File: config.mk
export PLATFORM = sky130hd
export DESIGN_NAME = rscs_top
export DESIGN_NICKNAME = d
export VERILOG_FILES = /design/src/rscs_pkg.sv /design/src/rscs_top.sv
export SDC_FILE = /design/constraint.sdc
export NUM_CORES = 1
export LEC_CHECK = 0
export ABC_AREA = 1
export BUFFER_PORTS_ARGS = -buffer_cell sky130_fd_sc_hd__clkbuf_2
export CORE_AREA = 2 2 114 116
export DETAILED_ROUTE_END_ITERATION = 8
export DIE_AREA = 0 0 116 118
export PLACE_DENSITY = 0.85
export SLEW_MARGIN = 40
export SYNTH_ARGS = -nofsm -noshare
export SYNTH_HDL_FRONTEND = slang
export SYNTH_SLANG_ARGS = --single-unit
export TNS_END_PERCENT = 20
File: constraint.sdc
create_clock -name clk_i -period 8.2 [get_ports clk_i]
set_clock_uncertainty 0.1 [all_clocks]
set_input_delay 2.46 -clock clk_i [delete_from_list [all_inputs] [get_ports clk_i]]
set_output_delay 2.46 -clock clk_i [all_outputs]
set_load 0.01 [all_outputs]
File: src/rscs_pkg.sv
package rscs_pkg;

  // ****************************************
  // Register map
  // ****************************************
  localparam logic [11:0] RSCS_OFS_CTRL = 12'h000;
  localparam logic [11:0] RSCS_OFS_CLK = 12'h004;
  localparam logic [11:0] RSCS_OFS_STAT = 12'h008;
  localparam logic [11:0] RSCS_OFS_MASK = 12'h00C;
  localparam logic [11:0] RSCS_OFS_WDOG = 12'h010;

  // Control register fields
  localparam int RSCS_CTRL_SWRST = 0;
  localparam int RSCS_CTRL_WDEN = 1;
  localparam int RSCS_CTRL_WDRESTART = 2;
  localparam int RSCS_CTRL_FMON = 3;
  localparam int RSCS_CTRL_UVEN = 4;

  // Status bits: sticky reset causes and failure event
  localparam int RSCS_ST_PIN = 0;
  localparam int RSCS_ST_WDOG = 1;
  localparam int RSCS_ST_SW = 2;
  localparam int RSCS_ST_DBG = 3;
  localparam int RSCS_ST_UV = 4;
  localparam int RSCS_ST_OSCF = 5;
  localparam int RSCS_NSTAT = 6;

  // Clock source select codes, reset clock settings and forced undervoltage level
  localparam logic [2:0] RSCS_SRC_RC2M = 3'h0;
  localparam logic [2:0] RSCS_SRC_RC32M = 3'h1;
  localparam logic [2:0] RSCS_SRC_RC32K = 3'h2;
  localparam logic [2:0] RSCS_SRC_XOSC = 3'h3;
  localparam logic [2:0] RSCS_SRC_PLL = 3'h4;
  localparam logic [4:0] RSCS_ENA_ULP_ONLY = 5'h10;
  localparam logic [3:0] RSCS_PRESC_RST = 4'h0;
  localparam logic [2:0] RSCS_UVLVL_LOW = 3'h7;

  // ****************************************
  // Timing
  // ****************************************
  localparam int RSCS_CLK_MHZ = 100;
  localparam int RSCS_TEXT_NS = 100;
  localparam int RSCS_TEXT_CYC = (RSCS_TEXT_NS * RSCS_CLK_MHZ + 999) / 1000;
  localparam int RSCS_RC2M_KHZ = 2000;
  localparam int RSCS_RC2M_CYC = (RSCS_CLK_MHZ * 1000) / RSCS_RC2M_KHZ;
  localparam int RSCS_WD_PULSE_CYC = RSCS_RC2M_CYC + RSCS_RC2M_CYC / 2;
  localparam int RSCS_WD_TMO_DEF = 8000;

  typedef enum logic [1:0] {
    RSCS_PIN_IDLE,
    RSCS_PIN_FILT,
    RSCS_PIN_HOLD
  } rscs_pin_e;

  typedef struct packed {
    logic [2:0] sel;
    logic [3:0] presc;
    logic [4:0] src_en;
  } rscs_clk_s;

  typedef struct packed {
    logic pin;
    logic wdog;
    logic sw;
    logic dbg;
    logic uv;
  } rscs_src_s;

endpackage : rscs_pkg

File: src/rscs_top.sv
// The register addresses and register access over APB were left to the implementer.
`timescale 1ns/1ns
`default_nettype none
module rscs_top #(
  parameter int WD_TMO_CYC = rscs_pkg::RSCS_WD_TMO_DEF,
  parameter int TEXT_CYC = rscs_pkg::RSCS_TEXT_CYC,
  parameter int WD_PULSE_CYC = rscs_pkg::RSCS_WD_PULSE_CYC
) (
  input wire logic clk_i,
  input wire logic rst_i,
  input wire logic ce_i,
  input wire logic psel_i,
  input wire logic penable_i,
  input wire logic pwrite_i,
  input wire logic [11:0] paddr_i,
  input wire logic [31:0] pwdata_i,
  output logic [31:0] prdata_o,
  output logic pready_o,
  output logic pslverr_o,
  input wire logic reset_pin_n_i,
  input wire logic dbg_reset_i,
  input wire logic dbg_enabled_i,
  input wire logic chip_erase_i,
  input wire logic undervolt_i,
  input wire logic xosc_fail_i,
  input wire logic pll_fail_i,
  output logic sys_rst_o,
  output logic cpu_halt_o,
  output logic uv_force_o,
  output logic [2:0] uv_level_o,
  output logic [4:0] clk_src_en_o,
  output logic [2:0] clk_sel_o,
  output logic [3:0] clk_presc_o,
  output logic nmi_o,
  output logic irq_o
);

  // ****************************************
  // State
  // ****************************************
  typedef struct packed {
    rscs_pkg::rscs_pin_e pin_st;
    logic [15:0] pin_cnt;
    logic [15:0] wd_pulse_cnt;
    logic [31:0] wd_cnt;
    logic wd_en;
    logic fmon_en;
    logic uv_en;
    logic sw_req;
    rscs_pkg::rscs_clk_s clk;
    rscs_pkg::rscs_src_s src;
    logic [rscs_pkg::RSCS_NSTAT-1:0] stat;
    logic [rscs_pkg::RSCS_NSTAT-1:0] mask;
    logic sys_rst;
    logic halt;
    logic nmi;
    logic irq;
    logic uv_force;
    logic [2:0] uv_level;
    logic [31:0] prdata;
    logic pready;
    logic pslverr;
  } rscs_state_s;

  rscs_state_s state_reg;
  rscs_state_s state_next;

  logic wr_acc;
  logic rd_acc;
  logic osc_fail;
  logic [rscs_pkg::RSCS_NSTAT-1:0] ev;

  // ****************************************
  // Bus and failure decode
  // ****************************************
  // One write or read per access, none while pready stands
  assign wr_acc = psel_i && penable_i && pwrite_i && !state_reg.pready;
  assign rd_acc = psel_i && penable_i && !pwrite_i && !state_reg.pready;
  assign osc_fail = state_reg.fmon_en && (xosc_fail_i || pll_fail_i);

  always_comb
  begin
    state_next = state_reg;
    ev = '0;
    state_next.pready = 1'b0;
    state_next.pslverr = 1'b0;

    // ****************************************
    // Pin reset filter
    // ****************************************
    state_next.src.pin = 1'b0;
    case (state_reg.pin_st)
      rscs_pkg::RSCS_PIN_IDLE:
      begin
        state_next.pin_cnt = '0;
        if (!reset_pin_n_i)
        begin
          state_next.pin_st = rscs_pkg::RSCS_PIN_FILT;
        end
      end
      // Short pulses go back to idle without a reset
      rscs_pkg::RSCS_PIN_FILT:
      begin
        if (reset_pin_n_i)
        begin
          state_next.pin_st = rscs_pkg::RSCS_PIN_IDLE;
        end
        else if (32'(state_reg.pin_cnt) >= TEXT_CYC)
        begin
          state_next.pin_st = rscs_pkg::RSCS_PIN_HOLD;
          state_next.src.pin = 1'b1;
        end
        else
        begin
          state_next.pin_cnt = state_reg.pin_cnt + 16'h0001;
        end
      end
      rscs_pkg::RSCS_PIN_HOLD:
      begin
        state_next.src.pin = !reset_pin_n_i;
        if (reset_pin_n_i)
        begin
          state_next.pin_st = rscs_pkg::RSCS_PIN_IDLE;
        end
      end
      default:
      begin
        state_next.pin_st = rscs_pkg::RSCS_PIN_IDLE;
      end
    endcase

    // ****************************************
    // Watchdog
    // ****************************************
    // Pulse runs out even after reset clears the enable
    state_next.src.wdog = state_reg.wd_pulse_cnt != '0;
    if (state_reg.wd_pulse_cnt != '0)
    begin
      state_next.wd_pulse_cnt = state_reg.wd_pulse_cnt - 16'h0001;
    end
    if (state_reg.wd_en)
    begin
      if (32'(state_reg.wd_cnt) >= WD_TMO_CYC - 1)
      begin
        state_next.wd_cnt = '0;
        state_next.wd_pulse_cnt = 16'(WD_PULSE_CYC);
      end
      else
      begin
        state_next.wd_cnt = state_reg.wd_cnt + 32'h0000_0001;
      end
    end

    // ****************************************
    // Software and debug sources
    // ****************************************
    // Request waits one cycle so the write completes first
    state_next.src.sw = state_reg.sw_req;
    state_next.sw_req = 1'b0;
    state_next.src.dbg = dbg_reset_i;

    // ****************************************
    // Undervoltage monitor
    // ****************************************
    // Forced on while erasing or debugging, even if disabled
    state_next.uv_force = !state_reg.uv_en &&
      (chip_erase_i || dbg_enabled_i);
    if (state_next.uv_force)
    begin
      state_next.uv_level = rscs_pkg::RSCS_UVLVL_LOW;
    end
    else
    begin
      state_next.uv_level = '0;
    end
    state_next.src.uv = undervolt_i && (state_reg.uv_en || state_next.uv_force);

    // ****************************************
    // Reset combination
    // ****************************************
    state_next.sys_rst = |state_next.src;
    state_next.halt = state_reg.sw_req || state_next.sys_rst;

    // ****************************************
    // Oscillator failure
    // ****************************************
    if (osc_fail)
    begin
      state_next.nmi = 1'b1;
      state_next.clk.sel = rscs_pkg::RSCS_SRC_RC2M;
    end

    // ****************************************
    // APB slave
    // ****************************************
    if (psel_i && penable_i && !state_reg.pready)
    begin
      state_next.pready = 1'b1;
    end
    if (wr_acc)
    begin
      case (paddr_i)
        rscs_pkg::RSCS_OFS_CTRL:
        begin
          if (pwdata_i[rscs_pkg::RSCS_CTRL_SWRST])
          begin
            state_next.sw_req = 1'b1;
            state_next.halt = 1'b1;
          end
          state_next.wd_en = pwdata_i[rscs_pkg::RSCS_CTRL_WDEN];
          if (pwdata_i[rscs_pkg::RSCS_CTRL_WDRESTART])
          begin
            state_next.wd_cnt = '0;
          end
          state_next.fmon_en = pwdata_i[rscs_pkg::RSCS_CTRL_FMON];
          state_next.uv_en = pwdata_i[rscs_pkg::RSCS_CTRL_UVEN];
        end
        rscs_pkg::RSCS_OFS_CLK:
        begin
          // A standing failure wins over the write and the nmi clear
          if (!osc_fail)
          begin
            state_next.clk = pwdata_i[11:0];
            state_next.nmi = 1'b0;
          end
        end
        rscs_pkg::RSCS_OFS_MASK:
        begin
          state_next.mask = pwdata_i[rscs_pkg::RSCS_NSTAT-1:0];
        end
        rscs_pkg::RSCS_OFS_STAT:
        begin
        end
        default:
        begin
          state_next.pslverr = 1'b1;
        end
      endcase
    end
    if (rd_acc)
    begin
      case (paddr_i)
        rscs_pkg::RSCS_OFS_CTRL:
        begin
          state_next.prdata = {27'h000_0000, state_reg.uv_en,
            state_reg.fmon_en, 1'b0, state_reg.wd_en, 1'b0};
        end
        rscs_pkg::RSCS_OFS_CLK:
        begin
          state_next.prdata = {20'h0_0000, state_reg.clk};
        end
        rscs_pkg::RSCS_OFS_STAT:
        begin
          state_next.prdata = {26'h000_0000, state_reg.stat};
        end
        rscs_pkg::RSCS_OFS_MASK:
        begin
          state_next.prdata = {26'h000_0000, state_reg.mask};
        end
        rscs_pkg::RSCS_OFS_WDOG:
        begin
          state_next.prdata = state_reg.wd_cnt;
        end
        default:
        begin
          state_next.prdata = '0;
          state_next.pslverr = 1'b1;
        end
      endcase
    end

    // ****************************************
    // Sticky status, set wins over read clear
    // ****************************************
    ev[rscs_pkg::RSCS_ST_PIN] = state_next.src.pin;
    ev[rscs_pkg::RSCS_ST_WDOG] = state_next.src.wdog;
    ev[rscs_pkg::RSCS_ST_SW] = state_next.src.sw;
    ev[rscs_pkg::RSCS_ST_DBG] = state_next.src.dbg;
    ev[rscs_pkg::RSCS_ST_UV] = state_next.src.uv;
    ev[rscs_pkg::RSCS_ST_OSCF] = osc_fail;
    if (rd_acc && paddr_i == rscs_pkg::RSCS_OFS_STAT)
    begin
      state_next.stat = ev;
    end
    else
    begin
      state_next.stat = state_reg.stat | ev;
    end
    state_next.irq = |(state_next.stat & state_next.mask);

    // ****************************************
    // Reset effect on clocks, watchdog, failure monitor and nmi
    // ****************************************
    if (state_next.sys_rst)
    begin
      state_next.clk.src_en = rscs_pkg::RSCS_ENA_ULP_ONLY;
      state_next.clk.sel = rscs_pkg::RSCS_SRC_RC2M;
      state_next.clk.presc = rscs_pkg::RSCS_PRESC_RST;
      state_next.wd_en = 1'b0;
      state_next.wd_cnt = '0;
      state_next.fmon_en = 1'b0;
      state_next.nmi = 1'b0;
    end
  end

  // ****************************************
  // Registers
  // ****************************************

  always_ff @(posedge clk_i or posedge rst_i)
  begin
    if (rst_i)
    begin
      state_reg <= '0;
      state_reg.clk.src_en <= rscs_pkg::RSCS_ENA_ULP_ONLY;
      state_reg.clk.sel <= rscs_pkg::RSCS_SRC_RC2M;
      state_reg.sys_rst <= 1'b1;
      state_reg.halt <= 1'b1;
      state_reg.pin_st <= rscs_pkg::RSCS_PIN_IDLE;
    end
    else if (ce_i)
    begin
      state_reg <= state_next;
    end
  end

  // ****************************************
  // Outputs
  // ****************************************

  assign prdata_o = state_reg.prdata;
  assign pready_o = state_reg.pready;
  assign pslverr_o = state_reg.pslverr;
  assign sys_rst_o = state_reg.sys_rst;
  assign cpu_halt_o = state_reg.halt;
  assign uv_force_o = state_reg.uv_force;
  assign uv_level_o = state_reg.uv_level;
  assign clk_src_en_o = state_reg.clk.src_en;
  assign clk_sel_o = state_reg.clk.sel;
  assign clk_presc_o = state_reg.clk.presc;
  assign nmi_o = state_reg.nmi;
  assign irq_o = state_reg.irq;

endmodule : rscs_top
`default_nettype wire

==> metrics.txt <==
antenna viol nets, final=0; vias in the first global route=6461; internal power=1310 uW; Vias=6728; CP max stage cell=nand4_1; Yosys top cell area share=42.7%; Post-CTS Hold Buffers=0; boundary pin count=between 100 and 150; CTS sink count=133; Die ar.=0.0137 mm2; Routed WL=18300 um; worst hold start=prdata_o[8]$_DFFE_PP0P_; Worst Tran Pin Value=0.798 ns; CP Cell Sequence=clkbuf_2 > inv_2 > buf_4 > nor2_4 > nand4_1 > o21ai_0; HP Class=reg -> reg; main flop type after synthesis=dfrtp_1; synthesized net count=1084; Post-synth EDFFs=0; Worst VDD drop=0.000146 V; commonest cells after routing, fill and taps aside=296 x nand2_1, 135 x inv_1, 130 x dfrtp_1, 96 x nor2_1, 90 x clkbuf_2; synthesized area per cell=7.47 um2; Slew headroom=46.6%; Tot GR Track Use=approximately 28%; first-pass GRT wire length=~30000 um; drt first pass iters=6; core area=0.0124 mm2; CP arrival=5.05 ns; worst skew pair latency=0.42 ns; switching pwr=505 uW; WS Path Type=in -> reg; Max Slew Vio Count=0; Crit path required time=8.41 ns; DR vias/cell=5.40; Worst Hold Path EP=prdata_o[8]$_DFFE_PP0P_; Worst R2R Start=pready_o$_DFFE_PP0P_; Synth area leader=dfrtp_1; CTS Buffer Depth=2; fmax=between 0.2 and 0.25 GHz; Clock transition at path regs=0.06 ns; DR DRC count=0; Yosys cell types=45; CTS tree=done; row count=41; Post-Syn Area=approximately 0.0076 mm2; hold depth=2; power density over cell area=214 mW/mm2; final setup fails=0; part of the cycle the worst path needs=between 50% and 60%; CP Launch Type=input pin; Max FO, Critical Path=between 50 and 60; Hold Vio Cnt, Final=0; RSZ-0062 raised after global routing=false; sequential fraction of the synthesis area=between 40% and 50%; Leak Pwr=0.00435 uW; Clock Power Share=44.3%; status=completed; area grow syn2layout=11.0%; reg-to-reg slack, setup=5.42 ns; initial antenna violation count=0; switching part of the total power=27.9%; Nets=approximately 1100; ANT cells=0; max reg flops=81; layout cells sized above 1=15.0%; cell count after synthesis=1019; Resized Gates After CTS=0; Post-DP HPWL=13000 um; largest net degree at the start of global routing=71; Worst Setup End Kind=flop; DR WL/cell=14.7 um; Max stage delay on crit path=about 0.73 ns; gr ovfl total=0; flops & latches, synth=about 130; Max-Cap Viols=0; most common cell after layout, fill and taps aside=nand2_1; die width=between 100 and 150 um; Yosys warning count=0; FF-to-FF path depth=7; WHS=0.377 ns; ys async rst share=100%; sequential share of power=41.1%; DR iter-0 viols=823; fin crit period=4.84 ns; top post-synthesis cells by area=dfrtp_1 43%, nand2_1 15%, inv_1 6.7%; placed insts=around 1200; # H-tree levels=4; Die Height=about 120 um; Clock Tree Root=clkbuf_16; IO Port Bufs=90; initial core utilization=about three fifths; FF-to-FF End=prdata_o[20]$_DFFE_PP0P_; Placer Congestion=0.932; CTS buffer count=17; combinational share of power=between 10% and 20%; Final Non-Filler Cells=1247; setup_tns=0 ns; # Post-CTS Setup Buffers=0
==> logic make-up after synthesis <==
| logic type | count (synthesis) | synth area share (%) |
|---|---|---|
| and+or+nand+nor | 521 | 30.0 |
| buffers and inverters | 210 | 13.2 |
| DFF | 133 | 43.7 |
| AOI/OAI and AO/OA | 121 | 8.76 |
| xor gates and xnor gates | 26 | 2.99 |
| adders and majority gates | 8 | 1.31 |
==> layer usage <==
layer  GRT usage, %  wire, um
met1           38.6      7860
met2           43.5      8430
met3           6.80      1470
met4           11.9       529
met5              0         0
==> how the worst max path moves through the flow <==
stage	startpoint	endpoint	cells past startpoint
2_1_floorplan	rst_i	clk_presc_o[0]$_DFFE_PP0P_	1
3_3_place_gp	ce_i	prdata_o[14]$_DFFE_PP0P_	6
3_5_place_dp	ce_i	prdata_o[20]$_DFFE_PP0P_	6
4_1_cts	ce_i	prdata_o[20]$_DFFE_PP0P_	6
5_1_grt	ce_i	prdata_o[14]$_DFFE_PP0P_	6
6_report	ce_i	prdata_o[20]$_DFFE_PP0P_	6
==> final cells by class <==
cell class / count / area [um2]
Fill cell: 991 / 3960
Inverter: 142 / 539
Sequential cell: 133 / 3330
Clock buffer: 19 / 443
Timing Repair Buffer: 92 / 469
Tap cell: 172 / 215
Clock inverter: 13 / 181
Multi-Input combinational cell: 676 / 3280
==> worst max-delay path: cells and delay by family <==
kind,cells,cell delay [ns]
AND/OR/NAND/NOR,2,1.17
buffers and inverters,3,0.95
AO/OA/AOI/OAI,1,0.44
==> metrics by stage <==
stage                     power [uW]  utilization, %  setup slack, ns  instance area, um2
final                           1810            68.1             3.36                8460
after floorplan                  947               -             2.09                7620
after global placement          1000            63.0             3.05                7830
after detailed placement        1010            63.0             2.99                7830
after CTS                       1810            68.1             3.43                8450
after global routing            1900            68.1             3.14                8460
==> power by group through the flow <==
stage	combinational (uW)	clock [uW]	sequential, uW
6_report	263	802	745
4_1_cts	263	808	744
5_1_grt	305	842	753
2_1_floorplan	201	0	746
3_5_place_dp	257	0	755
3_3_place_gp	251	0	753
==> Yosys cell counts (8+ instances only) <==
master / count
nand2_1: 296
inv_1: 136
dfrtp_1: 130
nor2_1: 96
o21ai_0: 63
nand3_1: 53
buf_4: 48
nor3_1: 30
xor2_1: 26
o22ai_1: 17
a21oi_1: 16
nand4_1: 16
clkbuf_1: 13
o21ai_1: 9
ha_1: 8
(Power assumes the default switching activity.)
